$ cat config.mk
export PLATFORM = sky130hd
export DESIGN_NAME = psc_port
export DESIGN_NICKNAME = d
export VERILOG_FILES = /design/src/psc_pkg.sv /design/src/psc_port.sv
export SDC_FILE = /design/constraint.sdc
export NUM_CORES = 1
export LEC_CHECK = 0
export ABC_AREA = 1
export BUFFER_PORTS_ARGS = -buffer_cell sky130_fd_sc_hd__buf_4
export CORE_ASPECT_RATIO = 0.75
export CORE_MARGIN = 3
export CORE_UTILIZATION = 45
export CTS_CLUSTER_SIZE = 12
export DETAILED_ROUTE_END_ITERATION = 10
export SYNTH_ARGS = -nofsm -noshare
export SYNTH_HDL_FRONTEND = slang
export SYNTH_SLANG_ARGS = --single-unit
$ cat constraint.sdc
create_clock -name sys_clk_i -period 1.8 [get_ports sys_clk_i]
set_input_delay 0.09 -clock sys_clk_i [delete_from_list [all_inputs] [get_ports sys_clk_i]]
set_output_delay 0.09 -clock sys_clk_i [all_outputs]
set_load 0.02 [all_outputs]
$ cat src/psc_pkg.sv
// Purpose: Shared constants and types for the serial pot command port
// Assumes: Two wiper channels, 16-bit frames, MSB first
// Notes: Command field is bits 5:4, channel select bits 1:0
package psc_pkg;
   localparam int FRAME_BITS = 16;
   localparam int CNT_W = 4;
   localparam int NUM_CHAN = 2;
   localparam int WIPER_W = 8;
   localparam logic [7:0] WIPER_MID = 8'h80;
   localparam logic [15:0] SHIFT_RST = 16'h0000;
   localparam logic [CNT_W-1:0] CNT_RST = 4'h0;
   localparam int CMD_HI_POS = 5;
   localparam int CMD_LO_POS = 4;
   localparam int CHAN1_POS = 1;
   localparam int CHAN0_POS = 0;
   localparam int CMD_BYTE_LSB = 8;
   localparam logic [1:0] CMD_WRITE = 2'h1;
   localparam logic [1:0] CMD_SHUTDOWN = 2'h2;
   localparam logic [2:0] SYNC_RST_HI = 3'h7;
   localparam logic [2:0] SYNC_RST_LO = 3'h0;

   typedef struct packed {
      logic [7:0] cmd;
      logic [7:0] data;
   } psc_frame_t;

   typedef struct packed {
      logic cs_n;
      logic sck;
      logic sdi;
   } psc_link_t;
endpackage

$ cat src/psc_port.sv
// Purpose: Serial command receiver for a dual digital potentiometer
// Assumes: Link pins sampled by sys_clk_i, SCK well below sys_clk_i / 4
// Notes: Link edges found after three-stage synchronisers
// Behaviour
// - Support write, shutdown and no-operation only
// - Execute command only on select rise
// - Sample input data on rising clock edge
// - Update serial output on falling clock edge
// - Count rising edges, abort unless nonzero multiple sixteen
// - Decode operation from command bits five four
// - Unused command bits are don't care
// - Command field 00 or 11 does nothing
// - Field 01 loads data into selected wipers
// - Field 10 shuts down selected channels
// - Channel select from command bits one zero
// - Select one applies, zero leaves unchanged
// - Wiper code zero sits at terminal B
// - Reset sets all wipers to mid-scale
// - Mid-scale code is 80h
// - Shutdown opens A, keeps wiper value
// - Valid write leaves shutdown if hardware high
// - Executed command clears shift register to zeros
`timescale 1ns/1ps
`default_nettype none
module psc_port (
   input wire logic sys_clk_i,
   input wire logic rst_b_i,
   input wire logic cs_n_i,
   input wire logic sck_i,
   input wire logic sdi_i,
   input wire logic wiper_reset_n_i,
   input wire logic hw_power_down_n_i,
   output logic sdo_o,
   output logic [psc_pkg::WIPER_W-1:0] wiper0_o,
   output logic [psc_pkg::WIPER_W-1:0] wiper1_o,
   output logic [psc_pkg::NUM_CHAN-1:0] shutdown_o,
   output logic [psc_pkg::NUM_CHAN-1:0] a_open_o,
   output logic cmd_done_o,
   output logic cmd_abort_o
);
   logic [2:0] cs_sync;
   logic [2:0] sck_sync;
   logic [2:0] sdi_sync;
   logic [2:0] wrst_sync;
   logic [2:0] pd_sync;
   psc_pkg::psc_link_t link_now;
   psc_pkg::psc_link_t link_prev;
   logic sck_rise;
   logic sck_fall;
   logic cs_rise;
   logic wrst_low;
   logic pd_high;
   psc_pkg::psc_frame_t shift;
   logic [psc_pkg::CNT_W-1:0] edge_cnt;
   logic edge_seen;
   logic frame_ok;
   logic [1:0] cmd_sel;
   logic [psc_pkg::NUM_CHAN-1:0] chan_sel;
   logic [psc_pkg::WIPER_W-1:0] wiper [psc_pkg::NUM_CHAN];
   logic [psc_pkg::NUM_CHAN-1:0] sw_shutdown;
   logic do_write;
   logic do_shutdown;

   // Three-stage synchronisers on every pin
   always_ff @(posedge sys_clk_i or negedge rst_b_i) begin
      if (!rst_b_i) begin
         cs_sync <= psc_pkg::SYNC_RST_HI;
         sck_sync <= psc_pkg::SYNC_RST_LO;
         sdi_sync <= psc_pkg::SYNC_RST_LO;
         wrst_sync <= psc_pkg::SYNC_RST_HI;
         pd_sync <= psc_pkg::SYNC_RST_HI;
      end else begin
         cs_sync <= {cs_sync[1:0], cs_n_i};
         sck_sync <= {sck_sync[1:0], sck_i};
         sdi_sync <= {sdi_sync[1:0], sdi_i};
         wrst_sync <= {wrst_sync[1:0], wiper_reset_n_i};
         pd_sync <= {pd_sync[1:0], hw_power_down_n_i};
      end
   end

   // Accepted levels: change only once stages two and three agree
   always_ff @(posedge sys_clk_i or negedge rst_b_i) begin
      if (!rst_b_i) begin
         link_now <= '{cs_n: 1'b1, sck: 1'b0, sdi: 1'b0};
         link_prev <= '{cs_n: 1'b1, sck: 1'b0, sdi: 1'b0};
         wrst_low <= 1'b0;
         pd_high <= 1'b1;
      end else begin
         if (cs_sync[2] == cs_sync[1]) begin
            link_now.cs_n <= cs_sync[2];
         end
         if (sck_sync[2] == sck_sync[1]) begin
            link_now.sck <= sck_sync[2];
         end
         if (sdi_sync[2] == sdi_sync[1]) begin
            link_now.sdi <= sdi_sync[2];
         end
         if (wrst_sync[2] == wrst_sync[1]) begin
            wrst_low <= ~wrst_sync[2];
         end
         if (pd_sync[2] == pd_sync[1]) begin
            pd_high <= pd_sync[2];
         end
         link_prev <= link_now;
      end
   end

   assign sck_rise = link_now.sck & ~link_prev.sck & ~link_now.cs_n;
   assign sck_fall = ~link_now.sck & link_prev.sck & ~link_now.cs_n;
   assign cs_rise = link_now.cs_n & ~link_prev.cs_n;

   // Shift register, MSB first, cleared when a command executes
   always_ff @(posedge sys_clk_i or negedge rst_b_i) begin
      if (!rst_b_i) begin
         shift <= psc_pkg::SHIFT_RST;
      end else if (cs_rise && frame_ok) begin
         shift <= psc_pkg::SHIFT_RST;
      end else if (sck_rise) begin
         shift <= {shift[14:0], link_now.sdi};
      end
   end

   // Rising edge counter modulo sixteen
   always_ff @(posedge sys_clk_i or negedge rst_b_i) begin
      if (!rst_b_i) begin
         edge_cnt <= psc_pkg::CNT_RST;
         edge_seen <= 1'b0;
      end else if (link_now.cs_n) begin
         edge_cnt <= psc_pkg::CNT_RST;
         edge_seen <= 1'b0;
      end else if (sck_rise) begin
         edge_cnt <= edge_cnt + 4'h1;
         edge_seen <= 1'b1;
      end
   end

   assign frame_ok = edge_seen && (edge_cnt == psc_pkg::CNT_RST);

   // Serial output follows shift MSB, moved on falling edge
   always_ff @(posedge sys_clk_i or negedge rst_b_i) begin
      if (!rst_b_i) begin
         sdo_o <= 1'b0;
      end else if (cs_rise) begin
         sdo_o <= 1'b0;
      end else if (sck_fall) begin
         sdo_o <= shift[15];
      end
   end

   // Command decode, unused bits ignored
   assign cmd_sel = {shift.cmd[psc_pkg::CMD_HI_POS], shift.cmd[psc_pkg::CMD_LO_POS]};
   assign chan_sel = {shift.cmd[psc_pkg::CHAN1_POS], shift.cmd[psc_pkg::CHAN0_POS]};
   assign do_write = cs_rise && frame_ok && (cmd_sel == psc_pkg::CMD_WRITE);
   assign do_shutdown = cs_rise && frame_ok && (cmd_sel == psc_pkg::CMD_SHUTDOWN);

   // Per-channel wiper and software shutdown state
   generate
      for (genvar ch = 0; ch < psc_pkg::NUM_CHAN; ch++) begin : g_chan
         always_ff @(posedge sys_clk_i or negedge rst_b_i) begin
            if (!rst_b_i) begin
               wiper[ch] <= psc_pkg::WIPER_MID;
            end else if (wrst_low && link_now.cs_n) begin
               wiper[ch] <= psc_pkg::WIPER_MID;
            end else if (do_write && chan_sel[ch]) begin
               wiper[ch] <= shift.data;
            end
         end
         always_ff @(posedge sys_clk_i or negedge rst_b_i) begin
            if (!rst_b_i) begin
               sw_shutdown[ch] <= 1'b0;
            end else if (do_shutdown && chan_sel[ch]) begin
               sw_shutdown[ch] <= 1'b1;
            end else if (do_write && chan_sel[ch] && pd_high) begin
               sw_shutdown[ch] <= 1'b0;
            end
         end
      end
   endgenerate

   // Wiper outputs: code 00h means B terminal
   always_ff @(posedge sys_clk_i or negedge rst_b_i) begin
      if (!rst_b_i) begin
         wiper0_o <= psc_pkg::WIPER_MID;
         wiper1_o <= psc_pkg::WIPER_MID;
      end else begin
         wiper0_o <= wiper[0];
         wiper1_o <= wiper[1];
      end
   end

   // Shutdown output: software or hardware, wiper code kept
   always_ff @(posedge sys_clk_i or negedge rst_b_i) begin
      if (!rst_b_i) begin
         shutdown_o <= '0;
      end else begin
         shutdown_o <= sw_shutdown | {psc_pkg::NUM_CHAN{~pd_high}};
      end
   end

   // A terminal open while shut down
   always_ff @(posedge sys_clk_i or negedge rst_b_i) begin
      if (!rst_b_i) begin
         a_open_o <= '0;
      end else begin
         a_open_o <= sw_shutdown | {psc_pkg::NUM_CHAN{~pd_high}};
      end
   end

   // Frame result strobes
   always_ff @(posedge sys_clk_i or negedge rst_b_i) begin
      if (!rst_b_i) begin
         cmd_done_o <= 1'b0;
         cmd_abort_o <= 1'b0;
      end else begin
         cmd_done_o <= cs_rise && frame_ok;
         cmd_abort_o <= cs_rise && !frame_ok;
      end
   end
endmodule // psc_port
`default_nettype wire

==> flow_summary.toml, run 1 <==
[route]
antenna_left = 0
wire_per_inst_um = 13.1
vias = 1789
avgViaCountPerCell = 4.80
first_pass_iters = 4
drt_iter0_markers = 88
drt-total-wl_um = 4870
drc_errors = 0

[clocking]
cts_resized = 0
numCtsBuffers = 9
cts_root_buf = "clkbuf_8"
numClockSinks = 82
cts_tree = "yes"
clockBufferDepth = 2
clkTransAtPathRegs_ns = 0.08
insertion_delay_ns = 0.35
cts.htree.levels = 3

[global_route]
grt_max_degree = 34
grt_pass1_wl_um = 8400
grt_pass1_vias = 1747
grt_antenna_before_repair = 0
grt_util_all_layers_pct = 14.9
overflow = 0

[worst_setup_path]
startpoint_type = "register"
worstPathArrival_ns = 1.96
critPathRequiredTime_ns = 2.09
crit_type = "reg -> reg"
cp_max_fo = 9
r2r_start = "edge_cnt[0]"
cp-startpoint = "edge_cnt[0]"
critPathCaptureType = "register"

[yosys]
yosysSeqAreaShare_pct = 71.6
ys_seq_elements = 82
syn_inst = 244
syn_avg_cell_area_sq_um = 11.9
syn-cell-area_sq_um = 2900
synthTopCellsByArea = "dfrtp_1 57%, dfstp_2 15%, nand2_1 6.7%"
synthDominantCellAreaShare_pct = 57.0
synth_area_leader_cell = "dfrtp_1"
synth_nets = 253
ys_types = 24
yosys_warnings = 0

[die]
die_w_um = 98.6
dieArea_sq_um = 7440
die_h_um = 75.5
std_cell_rows = 24
core_sq_um = 6010
io_pins = 30
start_util_pct = 48.2

[cells_and_area]
syn_to_final_growth_pct = 20.5
final_common_cell = "dfrtp_1"
drive_gt1_share_pct = 26.1
fin_area_sq_um = 3490
instances_no_fill = 373
antennaDiodeCount = 0
layout.cells.most_common_list = "66 x dfrtp_1, 52 x nand2_1, 34 x buf_4"
finish.utilization_pct = 58.1
final_nets = 299

[power]
power.leakage_nw = 1.74
powerDensity_nw_per_um2 = 1240
peakVddDrop_v = 0.000743

[min_path]
hold_path_class = "in -> async"

[placed_design]
gp_congestion = 0.780
pre_cts_slack_ns = 0.120
dp.cells = 351
dpl_cell_area_sq_um = 3230
portBuffers = 29
dpl.hpwl_um = 3330

[sta]
finalWorstPathRequiredPeriod_ns = 1.68
fmax_mhz = 597
rsz0062_at_grt = "true"
tightestPinTransition_ns = 0.447
hold_violations = 0
final_max_slew_viol_count = 0
finClkSkew_ns = 0.00825
worst_slack_ns = 0.125
tns_ns = 0
post-route-period-util_pct = 93.1
relSlewSlack_pct = 70.2
setup_viol = 0

[run]
cap_viol_max_count = 0

[run_status]
status = "finished clean"
-- flip-flops by register name, indices dropped and copies added (netlist names), 3 cells and up --
register / cells
wiper: 16
shift: 12
wiper0_o: 8
wiper1_o: 8
edge_cnt: 4
cs_sync: 3
link_now: 3
pd_sync: 3
sck_sync: 3
sdi_sync: 3
wrst_sync: 3
-- stage by stage --
step / hold WS (ns) / power [W]
2_1_floorplan: -0.206 / 0.00272
3_3_place_gp: 0.0760 / 0.00303
3_5_place_dp: 0.0767 / 0.00304
4_1_cts: 0.239 / 0.00439
5_1_grt: 0.261 / 0.00456
6_report: 0.225 / 0.00433
-- Yosys cell counts --
cell and count:
o21ai_0 5, o22ai_1 15, dfstp_2 16, a21oi_1 2
nand3_1 18, a211oi_1 1, inv_2 3, nor2_4 1
nor3_1 1, clkbuf_1 1, buf_6 1, nand2_4 2
buf_2 1, nand4_1 4, maj3_1 4, dfrtp_1 66
nand4_2 2, o21ai_4 1, nand2_1 52, nor2_1 17
buf_4 3, inv_1 25, nor2_8 1, ha_1 2
-- report_power, final --
part / switching (W) / total, W / leakage [nW] / internal, W
clock: 0.000645 / 0.00133 / 0.103 / 0.000680
sequential: 0.000123 / 0.00227 / 1.05 / 0.00215
combinational: 0.000451 / 0.000733 / 0.596 / 0.000282
total: 0.00122 / 0.00433 / 1.74 / 0.00311
-- layer usage --
metal | GRT usage [%] | vias up | share of wire, %
met1 | 20.2 | 861 | 49
met2 | 21.6 | 37 | 44
met3 | 5.31 | 7 | 5.8
li1 | - | 884 | -
met4 | 7.27 | 0 | 1.4
met5 | 0 | - | 0
-- cell families after synthesis --
| kind of cell | count (synthesis) | share of synthesized area, % |
|---|---|---|
| adder cells (fa/ha/maj) | 6 | 2.25 |
| flip-flops | 82 | 71.6 |
| AO/OA/AOI/OAI | 24 | 5.27 |
| AND/OR/NAND/NOR | 98 | 15.8 |
| buffers and inverters | 34 | 5.10 |
-- timing repair --
item	CTS	global route
hold buffers	6	0
endpoints found under the setup margin	0	11
setup buffers	0	0
hold endpoints to repair	33	0
-- area by class of cell --
type                    count  area (sq um)
repair buffers             41           335
clock buffers              10           138
multi-input cells         128           676
clock inverters             6          65.1
flip-flops and latches     82          2070
inverters                  28           105
well taps                  78          97.6
fillers                   508          2520
-- worst paths after layout --
check                        endpoint  slack, ns  depth (start not counted)
setup / recovery             wiper[4]       0.12                          8
hold / removal              shift[11]       0.23                          2
setup reg to reg             wiper[4]       0.12                          8
hold reg to reg            cs_sync[1]       0.36                          0
max in group asynchronous   wiper[15]       0.93                          3
min in group sys_clk_i     cs_sync[1]       0.36                          0
-- worst max-delay path, cell delays in order (launching register included) --
cell	delay, ns
dfrtp_1	0.40
inv_1	0.09
ha_1	0.15
nand2_1	0.06
nor2_1	0.24
nand4_2	0.32
nand2_4	0.21
nand2_1	0.08
nand2_1	0.07
Note: power is estimated with default switching activity, not from simulation.
==> run 2: changes to the inputs <==
--- a/config.mk
+++ b/config.mk
@@ -6,7 +6,7 @@
 export NUM_CORES = 1
 export LEC_CHECK = 0
 export ABC_AREA = 1
-export BUFFER_PORTS_ARGS = -buffer_cell sky130_fd_sc_hd__buf_4
+export BUFFER_PORTS_ARGS = -buffer_cell sky130_fd_sc_hd__buf_2
 export CORE_ASPECT_RATIO = 0.75
 export CORE_MARGIN = 3
 export CORE_UTILIZATION = 45
==> constraint.sdc (replaced) <==
create_clock -name sys_clk_i -period 1.9 [get_ports sys_clk_i]
set_input_delay 0.095 -clock sys_clk_i [delete_from_list [all_inputs] [get_ports sys_clk_i]]
set_output_delay 0.095 -clock sys_clk_i [all_outputs]
set_load 0.02 [all_outputs]
==> run 2 against run 1 <==
Sequential power fell by 6%. Non-clock buffer count did not move. Critical endpoint is now wiper[1]. Register-to-register slack better by 0.09 ns.
==> flow_summary.toml, run 2 (synthesis results as in run 1) <==
[power]
power.leakage_nw = 1.75
share_comb_of_total_power_pct = 15.1
switching_share_pct = 26.7
peakVddDrop_v = 0.000913
p_clk_share_pct = 34.8
powerDensity_nw_per_um2 = 1230
pwr-share-seq_pct = 50.2
intPower_w = 0.00312
p_sw_w = 0.00113

[sta]
whs_ns = 0.252
finClkSkew_ns = 0.00505
finalWorstPathRequiredPeriod_ns = 1.69
fmax_mhz = 593
final_max_slew_viol_count = 0
worst_slack_ns = 0.214
rsz0062_at_grt = "false"
tns_ns = 0
relSlewSlack_pct = 68.5
setup_viol = 0
hold_violations = 0
post-route-period-util_pct = 88.7
tightestPinTransition_ns = 0.472

[die]
dieArea_sq_um = 7440
std_cell_rows = 24
start_util_pct = 48.2
die_h_um = 75.5
die_w_um = 98.6
io_pins = 30
core_sq_um = 6010

[route]
drc_errors = 0
drt_iter0_markers = 73
vias = 1792
first_pass_iters = 4
avgViaCountPerCell = 4.80
antenna_left = 0
drt-total-wl_um = 4760
wire_per_inst_um = 12.8

[cells_and_area]
regMostFlops = "wiper"
drive_gt1_share_pct = 25.8
layout.cells.most_common_list = "66 x dfrtp_1, 52 x nand2_1, 28 x buf_2"
instances_no_fill = 373
fillCellCount = 496
syn_to_final_growth_pct = 19.4
final_nets = 299
largest_registers = "wiper: 16 flops, shift: 12 flops"
largest_reg_flops = 16
antennaDiodeCount = 0
finish.utilization_pct = 57.6
final_common_cell = "dfrtp_1"

[clocking]
insertion_delay_ns = 0.34
cts_tree = "yes"
clockBufferDepth = 2
clkTransAtPathRegs_ns = 0.08
numClockSinks = 82
cts.htree.levels = 3
cts_root_buf = "clkbuf_8"
numCtsBuffers = 9

[global_route]
grt_max_degree = 38
grt_antenna_before_repair = 0
grt_pass1_vias = 1679
grt_pass1_wl_um = 8150
overflow = 0
grt_util_all_layers_pct = 14.4

[worst_setup_path]
critPathRequiredTime_ns = 2.18
critPathCaptureType = "register"
crit_type = "reg -> reg"
worstPathArrival_ns = 1.97
r2r_start = "edge_cnt[0]"
cp_max_fo = 9
worst-r2r-setup-slack_ns = 0.21
r2r_end = "wiper[1]"
startpoint_type = "register"
rr_worst_depth = 8

[placed_design]
pre_cts_slack_ns = 0.242
dpl.hpwl_um = 3250
dp.cells = 351
portBuffers = 29
gp_congestion = 0.864

[run]
cap_viol_max_count = 0

[run_status]
status = "finished clean"

[min_path]
hold_path_class = "in -> async"
==> run 2: cell count changes in the layout (fill, tap and decap cells not counted) <==
cell	before	now
buf_2	0	28
buf_4	34	6
bufinv_16	1	3
clkbuf_1	0	1
clkbuf_8	10	9
clkinv_2	2	0
clkinv_4	1	2
inv_6	1	0
==> run 2: cell type report <==
cell class / instances / area, sq um / area share (%)
clock buffer: 10 / 128 / 3.69
timing repair buffer: 41 / 265 / 7.67
inverter: 28 / 105 / 3.04
clock inverter: 6 / 115 / 3.33
sequential: 82 / 2070 / 59.9
tap: 78 / 97.6 / 2.82
multi-input combinational: 128 / 676 / 19.5
==> run 2: stage by stage <==
stage          total power (W)  cell area [sq um]
2_1_floorplan          0.00258               2900
4_1_cts                0.00432               3460
3_3_place_gp           0.00280               3160
6_report               0.00426               3460
3_5_place_dp           0.00281               3160
5_1_grt                0.00449               3460
==> run 2: layer usage <==
layer	vias to the layer above	global-route usage, %	part of all wire, %
li1	880	-	-
met1	856	21.0	50
met2	52	19.7	41
met3	4	5.58	7.7
met4	0	5.45	0.84
met5	-	0	0
==> run 2: power groups by stage <==
stage,logic (W),clock network (W),registers (W)
after global routing,0.000721,0.00160,0.00217
after floorplan,0.000301,0,0.00228
after global placement,0.000631,0,0.00217
final,0.000641,0.00148,0.00214
after CTS,0.000650,0.00153,0.00214
after detailed placement,0.000636,0,0.00217
==> run 2: timing repair <==
action                                 in CTS  in global routing
hold buffers                                6                  0
gates resized for setup                     0                  0
buffers inserted                            0                  0
endpoints found under the hold margin      33                  0
==> run 2: how the worst max path moves through the flow <==
stage | slack (ns) | from | cells after the start | endpoint
after global placement | 0.29 | edge_cnt[0] | 8 | wiper[0]
after floorplan | 0.53 | edge_cnt[0] | 8 | wiper[0]
after detailed placement | 0.24 | edge_cnt[0] | 8 | wiper[0]
final | 0.21 | edge_cnt[0] | 8 | wiper[1]
after global routing | 0.06 | edge_cnt[1] | 8 | wiper[11]
after CTS | 0.21 | edge_cnt[0] | 8 | wiper[0]
==> run 2: worst max-delay path, stage by stage, from the launching register on <==
cell	delay (ns)
dfrtp_1	0.40
inv_1	0.09
ha_1	0.15
nand2_1	0.07
nor2_1	0.25
nand4_2	0.33
nand2_4	0.21
nand2_1	0.08
nand2_1	0.07
